File: config.mk
export PLATFORM = sky130hd
export DESIGN_NAME = mopu_top
export DESIGN_NICKNAME = d
export VERILOG_FILES = /design/src/logic/mopu_top.v
export VERILOG_INCLUDE_DIRS = /design/src /design/src/logic
export SDC_FILE = /design/constraint.sdc
export NUM_CORES = 2
export LEC_CHECK = 0
export BUFFER_PORTS_ARGS = -buffer_cell sky130_fd_sc_hd__buf_4
export CAP_MARGIN = 5
export CORE_ASPECT_RATIO = 0.8
export CORE_MARGIN = 1.5
export CORE_UTILIZATION = 32
export CTS_CLUSTER_DIAMETER = 30
export DETAILED_ROUTE_END_ITERATION = 10
export PLACE_DENSITY = 0.47
export SETUP_SLACK_MARGIN = 0.4
export SYNTH_ARGS = -nofsm -noshare
export SYNTH_HDL_FRONTEND = slang
export SYNTH_SLANG_ARGS = --single-unit
File: constraint.sdc
create_clock -name clock_i -period 8.4 [get_ports clock_i]
set_clock_uncertainty 0.1 [all_clocks]
set_input_delay 0.84 -clock clock_i [delete_from_list [all_inputs] [get_ports clock_i]]
set_output_delay 0.84 -clock clock_i [all_outputs]
set_load 0.005 [all_outputs]
File: src/logic/mopu_consts.vh
// register map, field positions and reset values of the pwm unit
// assumes a 32-bit avalon-mm slave with word addressing by byte address
`ifndef MOPU_CONSTS_VH
`define MOPU_CONSTS_VH
`define MOPU_ADDR_W 6
`define MOPU_OFF_CTRL 6'h00
`define MOPU_OFF_PRESC 6'h04
`define MOPU_OFF_COUNT 6'h08
`define MOPU_OFF_PCOUNT 6'h0c
`define MOPU_OFF_MCTRL 6'h10
`define MOPU_OFF_OUTSEL 6'h14
`define MOPU_OFF_LATCH 6'h18
`define MOPU_OFF_STATUS 6'h1c
`define MOPU_OFF_MASK 6'h20
`define MOPU_OFF_MATCH0 6'h24
`define MOPU_MATCH_IDX_W 3
`define MOPU_NMATCH 7
// control register bits
`define MOPU_CTRL_EN 0
`define MOPU_CTRL_RST 1
`define MOPU_CTRL_PWM 2
`define MOPU_CTRL_CNT 3
`define MOPU_CTRL_EDGE_LO 4
`define MOPU_CTRL_EDGE_HI 5
`define MOPU_CTRL_PIN 6
`define MOPU_CTRL_W 7
`define MOPU_EDGE_RISE 2'h0
`define MOPU_EDGE_FALL 2'h1
`define MOPU_EDGE_BOTH 2'h2
// per-match action bits: interrupt, reset, stop
`define MOPU_MCTRL_W 21
`define MOPU_ACT_W 3
`define MOPU_ACT_IRQ 0
`define MOPU_ACT_RST 1
`define MOPU_ACT_STOP 2
// output select: bits 1 to 5 double-edge mode (bit 0 unused), high 6 bits output enable
`define MOPU_OUTSEL_W 12
`define MOPU_OUTSEL_EN 6
`define MOPU_ZERO32 32'h00000000
`define MOPU_ONE32 32'h00000001
`endif

File: src/logic/mopu_top.v
// multi-output pwm unit: timer/counter, prescaler, seven match channels
// assumes an avalon-mm master on clock_i; capture pins are asynchronous
`include "mopu_consts.vh"
module mopu_top #(
    parameter NOUT = 6,
    parameter NCAP = 2
) (
    input wire clock_i,
    input wire reset_i,
    input wire [`MOPU_ADDR_W-1:0] address_i,
    input wire read_i,
    input wire write_i,
    input wire [31:0] writedata_i,
    input wire [3:0] byteenable_i,
    output reg [31:0] readdata_o,
    output wire waitrequest_o,
    input wire [NCAP-1:0] capture_i,
    output reg [NOUT-1:0] pwm_o,
    output wire irq_o
);

    // registers
    reg [`MOPU_CTRL_W-1:0] ctrl;
    reg [31:0] presc;
    reg [31:0] pcount;
    reg [31:0] count;
    reg [`MOPU_MCTRL_W-1:0] mctrl;
    reg [`MOPU_OUTSEL_W-1:0] outsel;
    reg [`MOPU_NMATCH-1:0] latch_en;
    reg [`MOPU_NMATCH-1:0] status;
    reg [`MOPU_NMATCH-1:0] mask;
    reg [32*`MOPU_NMATCH-1:0] shadow;
    reg [32*`MOPU_NMATCH-1:0] active;
    reg ack;

    // one wait state per access keeps read data registered
    assign waitrequest_o = (read_i | write_i) & ~ack;
    assign irq_o = |(status & mask);

    // capture pin synchroniser and edge detect
    reg [NCAP-1:0] cap_s1;
    reg [NCAP-1:0] cap_s2;
    reg [NCAP-1:0] cap_s3;
    always @(posedge clock_i) begin
        if (reset_i) begin
            cap_s1 <= {NCAP{1'b0}};
            cap_s2 <= {NCAP{1'b0}};
            cap_s3 <= {NCAP{1'b0}};
        end else begin
            cap_s1 <= capture_i;
            cap_s2 <= cap_s1;
            cap_s3 <= cap_s2;
        end
    end

    // counting tick: pclk in timer mode, selected pin edge in counter mode
    wire pin_now = cap_s2[ctrl[`MOPU_CTRL_PIN]];
    wire pin_old = cap_s3[ctrl[`MOPU_CTRL_PIN]];
    wire [1:0] edge_sel = ctrl[`MOPU_CTRL_EDGE_HI:`MOPU_CTRL_EDGE_LO];
    reg pin_edge;
    always @* begin
        if (edge_sel == `MOPU_EDGE_RISE)
            pin_edge = pin_now & ~pin_old;
        else if (edge_sel == `MOPU_EDGE_FALL)
            pin_edge = ~pin_now & pin_old;
        else
            pin_edge = pin_now ^ pin_old;
    end
    wire tick_src = ctrl[`MOPU_CTRL_CNT] ? pin_edge : 1'b1;
    wire run = ctrl[`MOPU_CTRL_EN] & ~ctrl[`MOPU_CTRL_RST];
    wire presc_done = (pcount == presc);
    wire tick = run & tick_src & presc_done;

    // compare each active match value with the counter
    wire [`MOPU_NMATCH-1:0] hit;
    genvar g;
    generate
        for (g = 0; g < `MOPU_NMATCH; g = g + 1) begin : gen_cmp
            assign hit[g] = tick & (active[32*g +: 32] == count);
        end
    endgenerate

    wire [`MOPU_NMATCH-1:0] act_irq;
    wire [`MOPU_NMATCH-1:0] act_rst;
    wire [`MOPU_NMATCH-1:0] act_stop;
    generate
        for (g = 0; g < `MOPU_NMATCH; g = g + 1) begin : gen_act
            assign act_irq[g] = mctrl[`MOPU_ACT_W*g + `MOPU_ACT_IRQ];
            assign act_rst[g] = mctrl[`MOPU_ACT_W*g + `MOPU_ACT_RST];
            assign act_stop[g] = mctrl[`MOPU_ACT_W*g + `MOPU_ACT_STOP];
        end
    endgenerate

    wire pwm_mode = ctrl[`MOPU_CTRL_PWM];
    // in pwm mode match zero always closes the cycle
    wire cycle_period_match = hit[0];
    wire do_reset = |(hit & act_rst) | (pwm_mode & cycle_period_match);
    wire do_stop = |(hit & act_stop);
    wire [`MOPU_NMATCH-1:0] irq_set = hit & act_irq;
    wire reload = pwm_mode & cycle_period_match;

    // bus access decode
    wire acc_wr = write_i & ack; // a write lands as waitrequest drops
    wire acc_rd = read_i & ~ack;
    wire [`MOPU_ADDR_W-1:0] a = address_i;
    wire in_match = (a >= `MOPU_OFF_MATCH0) &&
        (a < `MOPU_OFF_MATCH0 + 4*`MOPU_NMATCH);
    wire [`MOPU_ADDR_W-1:0] moff = a - `MOPU_OFF_MATCH0;
    wire [`MOPU_MATCH_IDX_W-1:0] midx = moff[`MOPU_MATCH_IDX_W+1:2];

    // byte-lane merge of write data over old value
    function [31:0] merge;
        input [31:0] old;
        input [31:0] dat;
        input [3:0] be;
        integer i;
        begin
            merge = old;
            for (i = 0; i < 4; i = i + 1)
                if (be[i])
                    merge[8*i +: 8] = dat[8*i +: 8];
        end
    endfunction

    // bus handshake: exactly one wait state per access
    always @(posedge clock_i) begin
        if (reset_i) begin
            ack <= 1'b0;
        end else begin
            ack <= (read_i | write_i) & ~ack;
        end
    end

    // prescaler and counter; a stop match still advances the count once
    always @(posedge clock_i) begin
        if (reset_i) begin
            pcount <= `MOPU_ZERO32;
            count <= `MOPU_ZERO32;
        end else if (ctrl[`MOPU_CTRL_RST]) begin
            pcount <= `MOPU_ZERO32;
            count <= `MOPU_ZERO32;
        end else if (run & tick_src) begin
            if (presc_done) begin
                pcount <= `MOPU_ZERO32;
                if (do_reset) begin
                    count <= `MOPU_ZERO32;
                end else begin
                    count <= count + `MOPU_ONE32;
                end
            end else begin
                pcount <= pcount + `MOPU_ONE32;
            end
        end
    end

    // configuration registers; a software write to control beats a stop
    always @(posedge clock_i) begin
        if (reset_i) begin
            ctrl <= {`MOPU_CTRL_W{1'b0}};
            presc <= `MOPU_ZERO32;
            mctrl <= {`MOPU_MCTRL_W{1'b0}};
            outsel <= {`MOPU_OUTSEL_W{1'b0}};
            mask <= {`MOPU_NMATCH{1'b0}};
        end else begin
            if (do_stop) begin
                ctrl[`MOPU_CTRL_EN] <= 1'b0;
            end
            if (acc_wr) begin
                if (a == `MOPU_OFF_CTRL) begin
                    ctrl <= writedata_i[`MOPU_CTRL_W-1:0];
                end else if (a == `MOPU_OFF_PRESC) begin
                    presc <= merge(presc, writedata_i, byteenable_i);
                end else if (a == `MOPU_OFF_MCTRL) begin
                    mctrl <= writedata_i[`MOPU_MCTRL_W-1:0];
                end else if (a == `MOPU_OFF_OUTSEL) begin
                    outsel <= writedata_i[`MOPU_OUTSEL_W-1:0];
                end else if (a == `MOPU_OFF_MASK) begin
                    mask <= writedata_i[`MOPU_NMATCH-1:0];
                end
            end
        end
    end

    // shadow match values: written freely, not yet in use by the compare
    always @(posedge clock_i) begin
        if (reset_i) begin
            shadow <= {32*`MOPU_NMATCH{1'b0}};
        end else if (acc_wr && in_match) begin
            shadow[32*midx +: 32] <= merge(shadow[32*midx +: 32],
                writedata_i, byteenable_i);
        end
    end

    // release bits; a release landing on a reload edge is kept
    always @(posedge clock_i) begin
        if (reset_i) begin
            latch_en <= {`MOPU_NMATCH{1'b0}};
        end else if (acc_wr && a == `MOPU_OFF_LATCH) begin
            latch_en <= (reload ? {`MOPU_NMATCH{1'b0}} : latch_en)
                | writedata_i[`MOPU_NMATCH-1:0];
        end else if (reload) begin
            latch_en <= {`MOPU_NMATCH{1'b0}};
        end
    end

    // active values: direct in timer mode, only at the cycle boundary in pwm
    // mode, so one cycle never mixes old and new edge positions
    integer k;
    always @(posedge clock_i) begin
        if (reset_i) begin
            active <= {32*`MOPU_NMATCH{1'b0}};
        end else begin
            for (k = 0; k < `MOPU_NMATCH; k = k + 1) begin
                if (!pwm_mode) begin
                    active[32*k +: 32] <= shadow[32*k +: 32];
                end else if (reload & latch_en[k]) begin
                    active[32*k +: 32] <= shadow[32*k +: 32];
                end
            end
        end
    end

    // match flags: a new event wins over a write-one-to-clear
    always @(posedge clock_i) begin
        if (reset_i) begin
            status <= {`MOPU_NMATCH{1'b0}};
        end else if (acc_wr && a == `MOPU_OFF_STATUS) begin
            status <= (status & ~writedata_i[`MOPU_NMATCH-1:0]) | irq_set;
        end else begin
            status <= status | irq_set;
        end
    end

    // read mux; unmapped addresses read zero
    reg [31:0] next_readdata;
    always @* begin
        if (a == `MOPU_OFF_CTRL) begin
            next_readdata = {{(32-`MOPU_CTRL_W){1'b0}}, ctrl};
        end else if (a == `MOPU_OFF_PRESC) begin
            next_readdata = presc;
        end else if (a == `MOPU_OFF_COUNT) begin
            next_readdata = count;
        end else if (a == `MOPU_OFF_PCOUNT) begin
            next_readdata = pcount;
        end else if (a == `MOPU_OFF_MCTRL) begin
            next_readdata = {{(32-`MOPU_MCTRL_W){1'b0}}, mctrl};
        end else if (a == `MOPU_OFF_OUTSEL) begin
            next_readdata = {{(32-`MOPU_OUTSEL_W){1'b0}}, outsel};
        end else if (a == `MOPU_OFF_LATCH) begin
            next_readdata = {{(32-`MOPU_NMATCH){1'b0}}, latch_en};
        end else if (a == `MOPU_OFF_STATUS) begin
            next_readdata = {{(32-`MOPU_NMATCH){1'b0}}, status};
        end else if (a == `MOPU_OFF_MASK) begin
            next_readdata = {{(32-`MOPU_NMATCH){1'b0}}, mask};
        end else if (in_match) begin
            next_readdata = shadow[32*midx +: 32];
        end else begin
            next_readdata = `MOPU_ZERO32;
        end
    end

    // read data taken in the first cycle, standing until the next read
    always @(posedge clock_i) begin
        if (reset_i) begin
            readdata_o <= `MOPU_ZERO32;
        end else if (acc_rd) begin
            readdata_o <= next_readdata;
        end
    end

    // output n: single edge sets at match zero, clears at match n+1;
    // double edge sets at match n, clears at match n+1
    wire [NOUT-1:0] next_pwm;
    generate
        for (g = 0; g < NOUT; g = g + 1) begin : gen_out
            // clear wins so a zero-width setting stays low
            wire dbl = (g > 0) & outsel[g];
            wire en = pwm_mode & outsel[`MOPU_OUTSEL_EN+g];
            wire set_ev = dbl ? hit[g] : cycle_period_match;
            wire clr_ev = hit[g+1];
            assign next_pwm[g] = en & ~clr_ev & (set_ev | pwm_o[g]);
        end
    endgenerate

    // registered outputs give the load glitch-free edges
    always @(posedge clock_i) begin
        if (reset_i) begin
            pwm_o <= {NOUT{1'b0}};
        end else begin
            pwm_o <= next_pwm;
        end
    end
endmodule

==> impl_metrics.tcl <==
set metrics [dict create \
    status "finished, final reports clean" \
    synth_xor_area_share_pct 9.20 \
    p_per_area_nw_per_um2 244 \
    overflow 0 \
    wl_per_cell_um 25.3 \
    nFillCells 9421 \
    cts_setup_buffers 0 \
    end_kind "register" \
    max_freq_ghz 0.216 \
    route.detailed.drc 0 \
    io_pins 88 \
    ys.flop_type "dfxtp_1" \
    grt_pass1_wl_um 174000 \
    multi_input_area_sq_um 15900 \
    crit_top_cell "buf_4" \
    syn_nets 3482 \
    slowest_stage "nor2b_4" \
    p_leak_nw 14.0 \
    p_int_w 0.00676 \
    netlist_area_sq_um 29900 \
    rsz0062_at_grt "no" \
    die_area_sq_um 95300 \
    min_to "cap_s1[0]$_SDFF_PP0_" \
    r2r_setup_slack_ps 4010 \
    nets 3503 \
    drtAntennaViolNets 0 \
    synth-simple-area-share_pct 18.8 \
    cts_htree_levels 4 \
    avgSynthCellArea_sq_um 8.73 \
    timing.rr.start "count[3]$_SDFFE_PP0P_" \
    hp-class "input pin to register" \
    slew_headroom_pct 5.68 \
    cts_buffer_depth 3 \
    r2r-end "count[30]$_SDFFE_PP0P_" \
    reg2reg_depth 9 \
    portBuffers 87 \
    drv_cap 0 \
    tns_ps 0 \
    area_growth_pct 21.1 \
    grt_max_degree 224 \
    swShare_pct 23.3 \
    first_iter_violations 2901 \
    clk_latency_ps 720 \
    dp.final_hpwl_um 82900 \
    async_flop_share_pct 0 \
    seq_area_sq_um 13000 \
    drt-total-wl_um 121000 \
    p_clk_share_pct 60.2 \
    slowest_delay_ps 980 \
    syn_inst 3423 \
    grt_util_all_layers_pct 24.9 \
    coreArea_sq_um 92800 \
    ir_drop_mv 0.184 \
    ys_warn_count 0 \
    post-place-ws_ps 3130 \
    p_sw_w 0.00206 \
    vias_per_cell 5.40 \
    criticalPathCategory "input pin to register" \
    seqPwrFrac_pct 35.3 \
    grt_pass1_vias 23800 \
    slew_violations 0 \
    cts_resized 0 \
    antenna_found_initial 0 \
    comb_power_share_pct 4.6 \
    tightest_slew_ps 1400 \
    numClockSinks 650 \
    synth_fa_ha_area_share_pct 0.460 \
    yosysSeqAreaShare_pct 43.5 \
    rows 100 \
    cts_made_buffers 133 \
    die_w_um 345 \
    synth_edf_count 0 \
    crit_chain "buf_4 > inv_1 > ha_4 > nor2b_4 > nand2b_2 > buf_4 > or3_1 > a21oi_1" \
    worst-path-max-fanout 35 \
    synth-compound-area-share_pct 11.7 \
    final.min_clock_period_ps 4620 \
    path_buf_inv 3 \
    cts_root_buf "clkbuf_16" \
    setup_slack_ps 3780 \
    synth_top_family_by_area "simple AND/OR/NAND/NOR gates" \
    clkSlewWorstSetupHoldPaths_ps 50 \
    gp_congestion 0.901 \
    final_layout_size_suffix_gt1_share_pct 12.9 \
    finalHoldViolCount 0 \
    min_from "capture_i[0]" \
    hold_buffers 0 \
    finalCritPeriodShare_pct 55.0 \
    critPathTopFamily "simple AND/OR/NAND/NOR gates" \
    crit_arrival_ps 5130 \
    vias 25800 \
    first_pass_iters 6 \
    synth_seq_cells 650 \
    critPathLaunchType "input pin" \
    cts_tree "built" \
    hold_path_depth 2 \
    finalSetupViolCount 0 \
    synth_mux_area_share_pct 12.4 \
    required_ps 8910 \
    initial_core_util_pct 32.2 \
    p_total_w 0.00882 \
    synth.distinct_cells 65 \
    chipHeight_um 276 \
]
-- layout by cell type (no fill, tap or decap), types with 67 or more instances in the layout --
cell type and instances:
dfxtp_1 650, nor2_1 623, a21oi_1 288, mux2i_1 266, nand2_1 264, xor2_1 251, buf_4 152, clkbuf_16 138
nor3_1 89, a211oi_1 85, or3_1 67
-- registers in the layout (all words and copies together), names as in the netlist, 7 cells and up --
register	count
presc	32
status	7
latch_en	7
readdata_o	32
pcount	32
mask	7
count	32
shadow	224
ctrl	7
outsel	12
active	224
mctrl	21
-- per-stage QoR --
step / instances / hold slack (ps) / util, % / instance area [sq um]
after floorplan: 3423 / 314 / - / 29900
final: 4771 / 271 / 39.0 / 36200
after global routing: 4769 / 257 / 39.0 / 36200
after global placement: 4533 / 320 / 34.1 / 31700
after detailed placement: 4533 / 330 / 34.1 / 31700
after CTS: 4769 / 245 / 39.0 / 36200
-- Yosys cell counts (6+ instances only) --
master	count	area (sq um)
a211oi_1	85	638
mux2i_1	266	2660
a21oi_1	288	1440
buf_2	66	330
mux2_2	29	327
o211ai_1	6	45.0
a221oi_1	39	342
ha_1	11	138
nand2_1	268	1010
clkbuf_1	181	679
a222oi_1	13	130
nor4_1	67	419
nor2b_1	10	62.6
xnor2_1	62	543
a21boi_1	7	52.6
and3_1	17	106
o21ai_0	52	260
inv_1	14	52.6
nand3_1	65	325
nor3_1	92	460
mux4_2	32	721
and2_1	7	43.8
dfxtp_1	650	13000
or3_1	68	425
a22oi_1	31	233
xor2_1	252	2210
nand4_1	30	188
buf_1	15	56.3
a221o_1	13	130
nor2_1	623	2340
-- logic make-up (layout without fill, tap and decap cells) --
family                     Yosys count  count (layout)
other                                0               2
adders and majority gates           11              11
muxes                              328             328
buffers and inverters              282             404
AOI/OAI and AO/OA                  563             563
and+or+nand+nor                   1275            1275
DFF                                650             650
xor gates and xnor gates           314             314
-- worst max path at each step --
| stage | startpoint | to | slack (ps) | cells past startpoint |
|---|---|---|---|---|
| finish | address_i[2] | shadow[33]$_SDFFE_PP0P_ | 3780 | 8 |
| global placement | address_i[2] | shadow[33]$_SDFFE_PP0P_ | 3220 | 8 |
| floorplan | address_i[2] | shadow[104]$_SDFFE_PP0P_ | 4130 | 17 |
| detailed placement | address_i[2] | shadow[33]$_SDFFE_PP0P_ | 3130 | 8 |
| CTS | address_i[2] | shadow[33]$_SDFFE_PP0P_ | 3860 | 8 |
| global route | address_i[2] | shadow[186]$_SDFFE_PP0P_ | 3670 | 11 |
-- metal layers --
layer  vias up  GRT usage, %  share of wire, %
met5         -             0                 0
met4         0          5.96               2.0
met3       146          4.90               7.6
met2      1041          33.8                40
met1     12500          39.5                50
li1      12000             -                 -
-- area by class of cell --
class,count,share of cell area [%]
clock inverters,51,1.88
clock buffers,185,10.6
repair buffers,154,3.25
diodes,2,0.0138
flip-flops and latches,650,36.0
inverters,14,0.145
well taps,1224,4.23
multi-input cells,2491,44.0
-- power by group through the flow --
stage	logic (W)	registers, W	clock network [W]
5_1_grt	0.000422	0.00311	0.00553
3_3_place_gp	0.000401	0.00317	0
4_1_cts	0.000401	0.00311	0.00535
3_5_place_dp	0.000400	0.00317	0
6_report	0.000402	0.00311	0.00531
2_1_floorplan	0.000219	0.00317	0
(Power assumes the default switching activity.)
